===== config.mk =====
export PLATFORM = sky130hd
export DESIGN_NAME = orsm_top
export DESIGN_NICKNAME = d
export VERILOG_FILES = /design/src/shared/orsm_pkg.sv /design/src/design/orsm_ram.sv /design/src/design/orsm_top.sv
export SDC_FILE = /design/constraint.sdc
export NUM_CORES = 2
export LEC_CHECK = 0
export ABC_CLOCK_PERIOD_IN_PS = 7500
export BUFFER_PORTS_ARGS = -buffer_cell sky130_fd_sc_hd__clkbuf_2
export CAP_MARGIN = 20
export CORE_MARGIN = 10
export CORE_UTILIZATION = 39
export DETAILED_ROUTE_END_ITERATION = 10
export PLACE_DENSITY = 0.65
export SYNTH_ARGS = -nofsm -noshare
export SYNTH_HDL_FRONTEND = slang
export SYNTH_SLANG_ARGS = --single-unit

===== constraint.sdc =====
create_clock -name pclk -period 7.5 [get_ports pclk]
set_input_delay 1.5 -clock pclk [delete_from_list [all_inputs] [get_ports pclk]]
set_output_delay 1.5 -clock pclk [all_outputs]
set_load 0.02 [all_outputs]

===== src/shared/orsm_pkg.sv =====
// Purpose: constants and types for the on-chip ram and register map
// Assumes: apb word per location, byte address = index * 4
// Notes:   register slots follow the sfr address table order
package orsm_pkg;
    localparam int RAM_DEPTH = 128;
    localparam int SFR_COUNT = 20;
    // sfr byte addresses, slot 0 last
    localparam logic [SFR_COUNT-1:0][7:0] SFR_ADDR = {
        8'hf0, 8'he0, 8'hd0, 8'hb8, 8'hb0, 8'ha8, 8'ha0, 8'h99, 8'h98,
        8'h90, 8'h8d, 8'h8c, 8'h8b, 8'h8a, 8'h89, 8'h88, 8'h83, 8'h82,
        8'h81, 8'h80};
    localparam logic [4:0] SLOT_PUSH_PTR = 5'h01;
    localparam logic [4:0] SLOT_EXT_LOW = 5'h02;
    localparam logic [4:0] SLOT_EXT_HIGH = 5'h03;
    localparam logic [4:0] SLOT_CTRL = 5'h04;
    localparam logic [4:0] SLOT_C0_LOW = 5'h06;
    localparam logic [4:0] SLOT_C1_LOW = 5'h07;
    localparam logic [4:0] SLOT_C0_HIGH = 5'h08;
    localparam logic [4:0] SLOT_C1_HIGH = 5'h09;
    localparam logic [4:0] SLOT_PORT1 = 5'h0a;
    localparam logic [4:0] SLOT_PORT3 = 5'h0f;
    localparam logic [4:0] SLOT_FLAGS = 5'h11;
    localparam logic [7:0] PUSH_PTR_RESET = 8'h07;
    localparam logic [7:0] SFR_RESET = 8'h00;
    localparam logic [7:0] PORT3_RSV_MASK = 8'hc4;
    // counter control and flags bank bit positions
    localparam int CTRL_RUN0 = 4;
    localparam int CTRL_OVF0 = 5;
    localparam int CTRL_RUN1 = 6;
    localparam int CTRL_OVF1 = 7;
    localparam int FLAGS_BANK_LSB = 3;
    // word index map (byte address = index * 4)
    localparam logic [9:0] IDX_SFR_BASE = 10'h080;
    localparam logic [9:0] IDX_BIT_BASE = 10'h100;
    localparam logic [9:0] IDX_WIDE_EXT = 10'h200;
    localparam logic [9:0] IDX_WIDE_C0 = 10'h201;
    localparam logic [9:0] IDX_WIDE_C1 = 10'h202;
    localparam logic [7:0] BIT_RAM_BYTE_BASE = 8'h20;
    localparam logic [7:0] BIT_SFR_LAST = 8'hf7;
    localparam logic [7:0] UNASSIGNED_READ = 8'h00;
    // timing
    localparam int CLK_MHZ = 250;
    localparam int STOP_TIME_US = 500;
    localparam int STOP_CYCLES = STOP_TIME_US * CLK_MHZ;
    localparam int TICK_DIV = 12;

    typedef enum logic [1:0] {
        ST_IDLE, ST_RD, ST_RMW, ST_DONE
    } orsm_st_t;

    typedef struct packed {
        logic psel;
        logic penable;
        logic pwrite;
        logic [11:0] paddr;
        logic [31:0] pwdata;
    } orsm_apb_req_t;

    typedef struct packed {
        logic [15:0] ext_pointer;
        logic [15:0] counter_zero_value;
        logic [15:0] counter_one_value;
        logic [7:0] push_pointer;
        logic [6:0] bank_base;
    } orsm_view_t;

    typedef struct packed {
        orsm_st_t st;
        logic [SFR_COUNT-1:0][7:0] sfr;
        logic [7:0] port1_pins;
        logic [7:0] port3_pins;
        logic [7:0] tick_cnt;
        logic [16:0] stop_cnt;
        logic stopping;
        logic halted;
        logic err;
        logic is_bit;
        logic [2:0] bit_pos;
        logic bit_val;
        logic [31:0] rdata;
    } orsm_state_t;
endpackage : orsm_pkg


===== src/design/orsm_ram.sv =====
// Purpose: single port byte ram with registered read data
// Assumes: one access per cycle, write has no read return
// Notes:   no reset on contents, as with real on-chip ram
`timescale 1ns/10ps
module orsm_ram #(
    parameter int DEPTH = 128,
    parameter int WIDTH = 8
) (
    // clock
    input wire logic pclk,
    // access
    input wire logic en,
    input wire logic we,
    input wire logic [$clog2(DEPTH)-1:0] addr,
    input wire logic [WIDTH-1:0] wdata,
    output logic [WIDTH-1:0] rdata
);
    logic [WIDTH-1:0] mem [DEPTH];

    // store on write, latch read data on an enabled read
    always_ff @(posedge pclk) begin
        if (en && we) begin
            mem[addr] <= wdata;
        end else if (en) begin
            rdata <= mem[addr];
        end
    end
endmodule : orsm_ram


===== src/design/orsm_top.sv =====
// Purpose: data ram, sfr file, bit space and kit port handling
// Assumes: apb3 slave, inputs synchronous to pclk
// Notes:   core pushes take priority over apb accesses
//
// Implementation choice: register access over APB.
`timescale 1ns/10ps
module orsm_top
    import orsm_pkg::*;
#(
    parameter int STOP_COUNT = STOP_CYCLES,
    parameter int TICK_COUNT = TICK_DIV
) (
    // clock and reset
    input wire logic pclk,
    input wire logic presetn,
    // apb slave
    input wire logic psel,
    input wire logic penable,
    input wire logic pwrite,
    input wire logic [11:0] paddr,
    input wire logic [31:0] pwdata,
    output logic [31:0] prdata,
    output logic pready,
    output logic pslverr,
    // core stack push
    input wire logic push_valid,
    input wire logic [7:0] push_data,
    output logic push_ready,
    // kit execution control
    input wire logic exec_start,
    input wire logic break_event,
    output logic timers_halted,
    // user port pins
    output logic [7:0] port1_pins,
    output logic [7:0] port3_pins,
    // register views
    output orsm_view_t view
);
    orsm_state_t s;
    orsm_state_t next_s;
    orsm_apb_req_t req;
    logic ram_en;
    logic ram_we;
    logic [6:0] ram_addr;
    logic [7:0] ram_wdata;
    logic [7:0] ram_rdata;

    // address map seen from the bus, as word indices:
    //   000-07f  data ram, one byte per word, bits 7:0
    //   080-0ff  special function registers, sparse
    //   100-1ff  bit space, index minus 100 is the bit address
    //   200      external pointer as one 16-bit word
    //   201      counter zero as one 16-bit word
    //   202      counter one as one 16-bit word
    //   others   refused with pslverr
    // bit addresses below 80 pick bits of ram bytes 20-2f;
    // from 80 up they pick bits of the sfr whose address is
    // the bit address with its low three bits cleared, so
    // only sfrs at multiples of eight are bit addressable.
    // bit addresses f8-ff read zero and drop writes.
    //
    // timing of an access, counted from the taking edge:
    //   sfr, bit sfr, wide view, ram write: one cycle
    //   ram read and ram bit read: two cycles
    //   ram bit write: two cycles, read then write back
    // pready is high for exactly one cycle per access.
    //
    // a core push owns the idle slot; while push_valid is
    // held, bus accesses wait. the core must leave gaps,
    // there is no starvation guard on the bus side.
    //
    // the ram has a single port, so a bit write to ram
    // cannot finish in one cycle; the rmw state holds the
    // old byte for one cycle and writes it back merged.
    //
    // flags, counters and pointer all live in the sfr array
    // so byte, bit and wide views share one copy and a
    // wide write can never be seen half done.
    //
    // counters advance once per divided tick, never on the
    // fast clock, and only while their run bit is set and
    // the halt after a break has not yet taken effect.

    orsm_ram #(
        .DEPTH(RAM_DEPTH),
        .WIDTH(8)
    ) u_ram (
        .pclk(pclk),
        .en(ram_en),
        .we(ram_we),
        .addr(ram_addr),
        .wdata(ram_wdata),
        .rdata(ram_rdata)
    );

    // slot lookup: bit 5 says the address is an assigned sfr
    // the table is small, so a linear search costs little
    function automatic logic [5:0] sfr_slot(input logic [7:0] a);
        logic [5:0] r;
        r = 6'h00;
        for (int i = 0; i < SFR_COUNT; i++) begin
            if (SFR_ADDR[i] == a) begin
                r = {1'b1, 5'(i)};
            end
        end
        return r;
    endfunction : sfr_slot

    assign req = '{psel, penable, pwrite, paddr, pwdata};

    // next state: pushes, apb decode, ports, counters
    always_comb begin
        logic [9:0] idx;
        logic [7:0] bit_addr;
        logic [7:0] bit_byte;
        logic [5:0] slot;
        logic [16:0] c0;
        logic [16:0] c1;
        logic tick;
        idx = req.paddr[11:2];
        bit_addr = idx[7:0];
        bit_byte = 8'h00;
        slot = 6'h00;
        c0 = 17'h00000;
        c1 = 17'h00000;
        tick = 1'b0;
        next_s = s;
        ram_en = 1'b0;
        ram_we = 1'b0;
        ram_addr = 7'h00;
        ram_wdata = 8'h00;

        case (s.st)
            ST_IDLE: begin
                if (push_valid) begin
                    next_s.sfr[SLOT_PUSH_PTR] = s.sfr[SLOT_PUSH_PTR] + 8'h01;
                    ram_en = 1'b1;
                    ram_we = 1'b1;
                    ram_addr = 7'(s.sfr[SLOT_PUSH_PTR] + 8'h01);
                    ram_wdata = push_data;
                end else if (req.psel && req.penable) begin
                    next_s.err = 1'b0;
                    next_s.is_bit = 1'b0;
                    next_s.rdata = 32'h00000000;
                    next_s.st = ST_DONE;
                    if (idx < IDX_SFR_BASE) begin
                        ram_en = 1'b1;
                        ram_we = req.pwrite;
                        ram_addr = idx[6:0];
                        ram_wdata = req.pwdata[7:0];
                        if (!req.pwrite) begin
                            next_s.st = ST_RD;
                        end
                    end else if (idx < IDX_BIT_BASE) begin
                        slot = sfr_slot(idx[7:0]);
                        if (req.pwrite && slot[5]) begin
                            next_s.sfr[slot[4:0]] = req.pwdata[7:0];
                        end
                        next_s.rdata[7:0] = slot[5] ? s.sfr[slot[4:0]]
                                                    : UNASSIGNED_READ;
                    end else if (idx < IDX_WIDE_EXT) begin
                        next_s.bit_pos = bit_addr[2:0];
                        next_s.bit_val = req.pwdata[0];
                        next_s.is_bit = 1'b1;
                        if (!bit_addr[7]) begin
                            ram_en = 1'b1;
                            ram_addr = 7'(BIT_RAM_BYTE_BASE + 8'(bit_addr[6:3]));
                            next_s.st = req.pwrite ? ST_RMW : ST_RD;
                        end else begin
                            bit_byte = {bit_addr[7:3], 3'b000};
                            slot = sfr_slot(bit_byte);
                            if (bit_addr <= BIT_SFR_LAST && slot[5]) begin
                                if (req.pwrite) begin
                                    next_s.sfr[slot[4:0]][bit_addr[2:0]] =
                                        req.pwdata[0];
                                end
                                next_s.rdata[0] =
                                    s.sfr[slot[4:0]][bit_addr[2:0]];
                            end
                        end
                    end else if (idx == IDX_WIDE_EXT) begin
                        if (req.pwrite) begin
                            next_s.sfr[SLOT_EXT_LOW] = req.pwdata[7:0];
                            next_s.sfr[SLOT_EXT_HIGH] = req.pwdata[15:8];
                        end
                        next_s.rdata[15:0] = {s.sfr[SLOT_EXT_HIGH],
                                              s.sfr[SLOT_EXT_LOW]};
                    end else if (idx == IDX_WIDE_C0) begin
                        if (req.pwrite) begin
                            next_s.sfr[SLOT_C0_LOW] = req.pwdata[7:0];
                            next_s.sfr[SLOT_C0_HIGH] = req.pwdata[15:8];
                        end
                        next_s.rdata[15:0] = {s.sfr[SLOT_C0_HIGH],
                                              s.sfr[SLOT_C0_LOW]};
                    end else if (idx == IDX_WIDE_C1) begin
                        if (req.pwrite) begin
                            next_s.sfr[SLOT_C1_LOW] = req.pwdata[7:0];
                            next_s.sfr[SLOT_C1_HIGH] = req.pwdata[15:8];
                        end
                        next_s.rdata[15:0] = {s.sfr[SLOT_C1_HIGH],
                                              s.sfr[SLOT_C1_LOW]};
                    end else begin
                        next_s.err = 1'b1;  // outside every region
                    end
                end
            end
            ST_RD: begin
                // ram data is valid one cycle after the read strobe
                next_s.rdata[7:0] = s.is_bit ? {7'h00, ram_rdata[s.bit_pos]}
                                             : ram_rdata;
                next_s.st = ST_DONE;
            end
            ST_RMW: begin
                ram_en = 1'b1;
                ram_we = 1'b1;
                ram_addr = 7'(BIT_RAM_BYTE_BASE + 8'(bit_addr[6:3]));
                ram_wdata = ram_rdata;
                ram_wdata[s.bit_pos] = s.bit_val;
                next_s.st = ST_DONE;
            end
            ST_DONE: begin
                next_s.st = ST_IDLE;
            end
            default: begin
                next_s.st = ST_IDLE;
            end
        endcase

        // a break does not stop the counters at once: they run
        // for the whole stop window first; a further break
        // before the halt simply restarts the window.
        // counters run on after break
        if (break_event && !s.halted) begin
            next_s.stopping = 1'b1;
            next_s.stop_cnt = 17'h00000;
        end else if (s.stopping) begin
            if (s.stop_cnt >= 17'(STOP_COUNT - 1)) begin
                next_s.halted = 1'b1;
                next_s.stopping = 1'b0;
            end else begin
                next_s.stop_cnt = s.stop_cnt + 17'h00001;
            end
        end

        // a start copies the latches to the pins in one edge;
        // between starts the pins never follow the latches,
        // so console writes stay invisible until then.
        // console values reach pins here
        if (exec_start) begin
            next_s.sfr[SLOT_PORT3] = next_s.sfr[SLOT_PORT3] | PORT3_RSV_MASK;
            next_s.port1_pins = next_s.sfr[SLOT_PORT1];
            next_s.port3_pins = next_s.sfr[SLOT_PORT3] | PORT3_RSV_MASK;
            next_s.halted = 1'b0;
            next_s.stopping = 1'b0;
        end

        // the divider runs on while halted, so a break does
        // not disturb the tick phase.
        // machine-cycle tick; divider keeps counters off the fast clock
        if (s.tick_cnt >= 8'(TICK_COUNT - 1)) begin
            next_s.tick_cnt = 8'h00;
            tick = !s.halted;
        end else begin
            next_s.tick_cnt = s.tick_cnt + 8'h01;
        end

        // counters sum from next_s so that a bus write in the
        // same cycle is counted on from, not lost.
        // run bits count, overflow sets flag
        c0 = {1'b0, next_s.sfr[SLOT_C0_HIGH], next_s.sfr[SLOT_C0_LOW]};
        c1 = {1'b0, next_s.sfr[SLOT_C1_HIGH], next_s.sfr[SLOT_C1_LOW]};
        if (tick && s.sfr[SLOT_CTRL][CTRL_RUN0]) begin
            c0 = c0 + 17'h00001;
            {next_s.sfr[SLOT_C0_HIGH], next_s.sfr[SLOT_C0_LOW]} = c0[15:0];
            // set after the bus write so the flag wins over a clear
            if (c0[16]) begin
                next_s.sfr[SLOT_CTRL][CTRL_OVF0] = 1'b1;
            end
        end
        if (tick && s.sfr[SLOT_CTRL][CTRL_RUN1]) begin
            c1 = c1 + 17'h00001;
            {next_s.sfr[SLOT_C1_HIGH], next_s.sfr[SLOT_C1_LOW]} = c1[15:0];
            if (c1[16]) begin
                next_s.sfr[SLOT_CTRL][CTRL_OVF1] = 1'b1;
            end
        end
    end

    // the ram itself has no reset; only the control state does
    // state register
    always_ff @(posedge pclk or negedge presetn) begin
        if (!presetn) begin
            s.st <= ST_IDLE;
            s.sfr <= {SFR_COUNT{SFR_RESET}};
            s.sfr[SLOT_PUSH_PTR] <= PUSH_PTR_RESET;
            s.port1_pins <= 8'h00;
            s.port3_pins <= PORT3_RSV_MASK;
            s.tick_cnt <= 8'h00;
            s.stop_cnt <= 17'h00000;
            s.stopping <= 1'b0;
            s.halted <= 1'b0;
            s.err <= 1'b0;
            s.is_bit <= 1'b0;
            s.bit_pos <= 3'h0;
            s.bit_val <= 1'b0;
            s.rdata <= 32'h00000000;
        end else begin
            s <= next_s;
        end
    end

    // data outputs come straight from the state register, so
    // no bus input reaches them through logic; only the
    // handshake outputs decode the state.
    // outputs; the bus sees ready only in the done state
    assign prdata = s.rdata;
    assign pready = (s.st == ST_DONE);
    assign pslverr = (s.st == ST_DONE) && s.err;
    assign push_ready = (s.st == ST_IDLE);
    assign timers_halted = s.halted;
    assign port1_pins = s.port1_pins;
    assign port3_pins = s.port3_pins;
    assign view.ext_pointer = {s.sfr[SLOT_EXT_HIGH], s.sfr[SLOT_EXT_LOW]};
    assign view.counter_zero_value = {s.sfr[SLOT_C0_HIGH],
                                      s.sfr[SLOT_C0_LOW]};
    assign view.counter_one_value = {s.sfr[SLOT_C1_HIGH],
                                     s.sfr[SLOT_C1_LOW]};
    assign view.push_pointer = s.sfr[SLOT_PUSH_PTR];
    assign view.bank_base = {2'b00,
                             s.sfr[SLOT_FLAGS][FLAGS_BANK_LSB+1],
                             s.sfr[SLOT_FLAGS][FLAGS_BANK_LSB], 3'b000};
endmodule : orsm_top


=== Word-level counts from Yosys, hierarchy flattened ===
Memory sizes are Yosys's and may differ from the RTL's. A register that Yosys moved wholly into a read port is not among the register bits.
Cells that the tools add are included.

* Bits in writable memories: 1024
* Word-level logic and storage cells: 323
* Input port bits: 60
* Memories: 1
* Register bits: 224

{| class="wikitable"
|+ Memories
! memory !! depth !! width !! rd ports !! clocked after Yosys merged registers in !! write ports !! line !! source
|-
| u_ram.mem || 128 || 8 || 1 || 1 || 1 || orsm_ram.sv:18 || <nowiki>logic [WIDTH-1:0] mem [DEPTH];</nowiki>
|}

* Reduce and logical (&&, ||, !) cells: 41
* Muxes and demuxes: 166
* $lt $le $gt $ge: 14
* Bitwise logic cells: 4
* Equality and inequality tests: 56
* $add $sub $neg: 6

{| class="wikitable"
|+ Operators with widths
! kind !! count
|-
| 2-to-1 mux 160 bit || 12
|-
| bitwise mux 160 bit || 2
|-
| 2-to-1 mux 6 bit || 45
|-
| 2-to-1 mux 8 bit || 31
|-
| 2-to-1 mux 162 bit || 1
|-
| == test 8 bit (first input constant) || 20
|-
| 2-to-1 mux 146 bit || 1
|-
| 2-to-1 mux 16 bit || 9
|-
| 2-to-1 mux 128 bit || 1
|-
| 2-to-1 mux 82 bit || 1
|-
| binary-select mux 8 bit (select 5 bit) || 2
|-
| demux 8 bit (select 5 bit) || 2
|-
| 2-to-1 mux 32 bit || 2
|-
| == test 5 bit (first input constant) || 11
|-
| 2-to-1 mux 7 bit || 6
|-
| adder 16 x 1 -> 17 bit (second input constant) || 2
|-
| case mux 8 bit (2 select lines) || 2
|-
| == test 10 bit (second input constant) || 3
|-
| 2-to-1 mux 1 bit || 28
|-
| nonzero test 3 bit || 7
|-
| 2-to-1 mux 19 bit || 1
|-
| 2-to-1 mux 18 bit || 1
|-
| AND reduction 9 bit || 2
|-
| adder 17 x 1 -> 17 bit (second input constant) || 1
|-
| other kinds (44) || 94
|}

=== Logic depth before layout (Yosys ltp) ===
* Depth in word-level cells: 42
* Mapped depth: 16
* Gate-level depth less buffers: 14

=== Hierarchy ===
Synthesis repeated with hierarchy kept, for this count alone.

* Cells, all modules: 4789
* Area, all modules: 58481.1 µm²

{| class="wikitable"
|+ Modules (own cells, without submodules)
! module !! sequential area each (µm²) !! area each (µm²) !! instances !! cells an instance
|-
| orsm_ram || 30989.7 || 40483.8 || 1 || 2471
|-
| orsm_top || 5609.1 || 17997.3 || 1 || 2318
|}

=== Worst setup path after synthesis ===
Ideal clock, no wire load.

* Path type: input to register
* Start: input port paddr[9]
* End: memory u_ram.mem[74][0] (enable)
* Stages on the path: 11
* Setup slack: 2.831 ns
* Arrival: 4.299 ns
* Library setup time: 0.370 ns
* Required time: 7.130 ns
* Path through: buf_6 > clkbuf_1 > or2_2 > o31ai_1 > nand3_1 > nor2_1 > buf_2 > buf_2 > nand2_1 > clkbuf_1 > nor2_1

* Longest elaborated chain between the ends: 10
* Elaborated cells between the ends (all ways): 24

{| class="wikitable"
|+ Ends and longest elaborated chain
! item !! line !! source
|-
| start: declaration || orsm_top.sv:20 || <nowiki>input wire logic [11:0] paddr,</nowiki>
|-
| < comparator 10 bit / 2-to-1 mux 1 bit (equally long branches) || orsm_top.sv:161, orsm_top.sv:165 ||
|-
| 2-to-1 mux 1 bit || orsm_top.sv:161 || <nowiki>end else if (idx < IDX_WIDE_EXT) begin</nowiki>
|-
| 2-to-1 mux 1 bit || orsm_top.sv:154 || <nowiki>end else if (idx < IDX_BIT_BASE) begin</nowiki>
|-
| 2-to-1 mux 1 bit || orsm_top.sv:146 || <nowiki>if (idx < IDX_SFR_BASE) begin</nowiki>
|-
| 2-to-1 mux 1 bit || orsm_top.sv:141 || <nowiki>end else if (req.psel && req.penable) begin</nowiki>
|-
| 2-to-1 mux 1 bit || orsm_top.sv:135 || <nowiki>if (push_valid) begin</nowiki>
|-
| case mux 1 bit (2 select lines) || orsm_top.sv:133 || <nowiki>case (s.st)</nowiki>
|-
| logical AND 1 bit || orsm_ram.sv:22 || <nowiki>if (en && we) begin</nowiki>
|-
| 2-to-1 mux 1 bit || orsm_ram.sv:22 ||
|-
| 2-to-1 mux 1 bit (implied by the code) || orsm_ram.sv:23 || <nowiki>mem[addr] <= wdata;</nowiki>
|-
| end: declaration || orsm_ram.sv:18 ||
|}

Several ways; a longest one is shown, not always the timed one.

=== Worst setup path after layout ===
* Start: input port push_valid
* End: memory u_ram.mem[83][3] (enable)

* Longest elaborated chain between the ends: 5
* Elaborated cells between the ends (all ways): 9

{| class="wikitable"
|+ Ends and longest elaborated chain
! item !! line !! source
|-
| start: declaration || orsm_top.sv:26 || <nowiki>input wire logic push_valid,</nowiki>
|-
| 2-to-1 mux 1 bit || orsm_top.sv:135 ||
|-
| case mux 1 bit (2 select lines) || orsm_top.sv:133 ||
|-
| logical AND 1 bit || orsm_ram.sv:22 ||
|-
| 2-to-1 mux 1 bit || orsm_ram.sv:22 ||
|-
| 2-to-1 mux 1 bit (implied by the code) || orsm_ram.sv:23 ||
|}

Several ways; a longest one is shown, not always the timed one.

==> flow_summary.toml <==
[grt]
grt_pass1_vias = 38593
overflow = 0
track_usage_pct = 23.6
grt_start_max_net_pins = 145
grt_pass1_wl_um = 277000
grt_antenna_before_repair = 6

[critical_path]
crit_slowest_cell = "nor2_1"
worst_setup_path_start_kind = "input port"
worst_ep_required_time_ns = 7.88
worst-path-buf-inv = 4
cp_max_fo = 46
path_delay_family = "simple AND/OR/NAND/NOR gates"
cp_slowest_stage_delay_ns = 0.74
cp.arrival_ns = 5.77
worstSetupPathType = "input port to flip-flop"
cp-end-kind = "flip-flop"
cpMostUsedCell = "buf_4"
path_cells = "clkbuf_2, nand4b_1, buf_4, o31ai_1, nand3_2, nor2_4, buf_12, nand2_1, buf_4, nor2_1"

[sta]
drv_slew = 0
hold_viol = 0
setup_slack_ns = 2.11
worstMarginPinSlew_ns = 1.23
final.setup_skew_ns = 0.0490
rsz0062_at_grt = "no"
fin_crit_ns = 5.39
fmax_ghz = 0.185
relSlewSlack_pct = 18.0
setup_viol = 0
finalSetupTns_ns = 0
finalCritPeriodShare_pct = 71.9

[synth]
yosys-top-cells-area = "edfxtp_1, dfrtp_1, a22oi_1, nand2_1, nor2_1"
synth_top_area_cell = "edfxtp_1"
netlist_area_um2 = 55400
synth_enable_flop_cells = 1032
synth_cell_types = 98
syn_inst = 4426
ys.flop_type = "edfxtp_1"
yosysSeqAreaShare_pct = 66.0
yosys.area.top_type_share_pct = 55.9
avgSynthCellArea_um2 = 12.5
synth.most_common_cell = "edfxtp_1"
async_reset_ff_share_pct = 17.8
ys_seq_elements = 1256
yosys_warnings = 0
synth_common_cells = "edfxtp_1, nand2_1, a22oi_1"

[clock_tree]
cts_resized = 0
clk_path_buf_depth = 3
cts_root_buffer = "clkbuf_16"
cts_tree = "yes"
clkTransAtPathRegs_ns = 0.06
postCtsHoldBufs = 0
cts_buffers = 131
post_cts_buffers = 0
htree_levels = 4
clk_latency_ns = 0.78
cts.sinks = 1256

[power]
seq_power_share_pct = 42.2
power_density_nw_per_um2 = 335
p_int_uw = 13600
sw_frac_of_total_pct = 34.7
peakVddDrop_mv = 0.302
switchingPower_uw = 7240
p_leak_uw = 0.0208
power.share.clock_pct = 31.2
p_comb_share_pct = 26.6

[cells_and_area]
n_fill_cell = 12711
syn2layout_area_growth_pct = 12.3
diodes = 0
final_nets = 4525
drive_gt1_share_pct = 13.0

[detailed_routing]
first_pass_iters = 6
drc_errors = 0
post_drt_wl_per_cell_um = 30.1
antenna_left = 0
vias = 40919
viasPerCell = 6.34
first_iter_violations = 5620
wl_um = 194000

[placement]
portBuffers = 132
pre_cts_slack_ns = 1.42
dpl.hpwl_um = 125000
gp_congestion = 1.01

[die]
die_area_um2 = 158000
die_x_um = 397
fp.dieH_um = 397
start_util_pct = 39.2
coreArea_um2 = 141000
io_pins = 175
num_rows = 138

[run]
drv_cap = 0

[hold_path]
hold_class = "flip-flop to flip-flop"

[run_status]
outcome = "complete, no violations"
-- sequential cells by signal, summed over array words and instances (netlist names) --
name	cells
u_ram.rdata	8
view	58
timers_halted	1
port1_pins	8
s	136
port3_pins	5
prdata	16
u_ram.mem	1024
-- cells in the final DEF (no fill, tap or decap), types with 63 or more instances in the layout --
master,netlist,layout
dfrtp_1,221,221
clkbuf_16,0,133
o22ai_1,63,63
buf_4,112,136
nand3_1,99,98
clkbuf_2,0,131
a21oi_1,205,203
a22oi_1,379,378
o21ai_0,227,227
nor2_1,342,334
nand2_1,470,470
a31oi_1,89,89
edfxtp_1,1032,1032
-- area by class of cell --
cell class	count	area (um^2)	share of cell area (%)
Multi-Input combinational cell	2742	16800	27.1
Sequential cell	1256	36600	58.8
Timing Repair Buffer	281	1930	3.09
Clock buffer	174	3580	5.76
Clock inverter	63	738	1.19
Tap cell	1890	2360	3.80
Inverter	44	185	0.298
-- cells by family after synthesis --
group	Yosys count	share of synthesized area (%)
AOI/OAI and AO/OA	1419	17.8
DFF	1256	66.0
and+or+nand+nor	1156	9.47
buffers and inverters	454	4.06
muxes	80	1.65
xor gates and xnor gates	50	0.790
adders and majority gates	9	0.203
other	2	0.0135
-- metal layers --
layer | part of all wire (%) | global-route usage, %
met2 | 45 | 36.7
met4 | 5.4 | 11.7
met1 | 39 | 31.0
met3 | 11 | 5.50
met5 | 0.041 | 0
-- power groups by stage --
stage          Sequential (uW)  Combinational [uW]  Clock [uW]
3_5_place_dp              8930                5460           0
4_1_cts                   8790                5480        6580
5_1_grt                   8820                5850        6850
2_1_floorplan             8790                3280           0
6_report                  8810                5550        6520
3_3_place_gp              8920                5380           0
-- stage by stage --
step                util [%]  hold WS (ns)  std cells  instance area (um^2)  total power (uW)
global placement        40.9         0.444       6208                 57900             14300
global route            44.0         0.489       6450                 62200             21500
detailed placement      40.9         0.455       6210                 57900             14400
floorplan                  -         0.431       4452                 55500             12100
CTS                     44.0         0.463       6447                 62200             20900
finish                  44.0         0.459       6450                 62200             20900
-- worst register-to-register path: cells and delay by family (launching register included) --
| family | cells | cell delay [ns] |
|---|---|---|
| and+or+nand+nor | 5 | 2.35 |
| AOI/OAI and AO/OA | 1 | 0.68 |
| buffers and inverters | 5 | 1.29 |
| adders and majority gates | 1 | 0.15 |
| DFF | 1 | 0.42 |
-- final timing paths --
check	from	endpoint	slack, ns	depth (start not counted)
max	push_valid	u_ram.mem[83][3]	2.11	10
min	s[57]	s[57]	0.46	1
min reg2reg	s[57]	s[57]	0.46	1
min in group asynchronous	presetn	view[41]	0.71	1
max reg2reg	s[241]	u_ram.mem[83][3]	2.23	12
max in group asynchronous	presetn	s[211]	5.44	2
No activity file was read; power rests on OpenSTA's default activity.
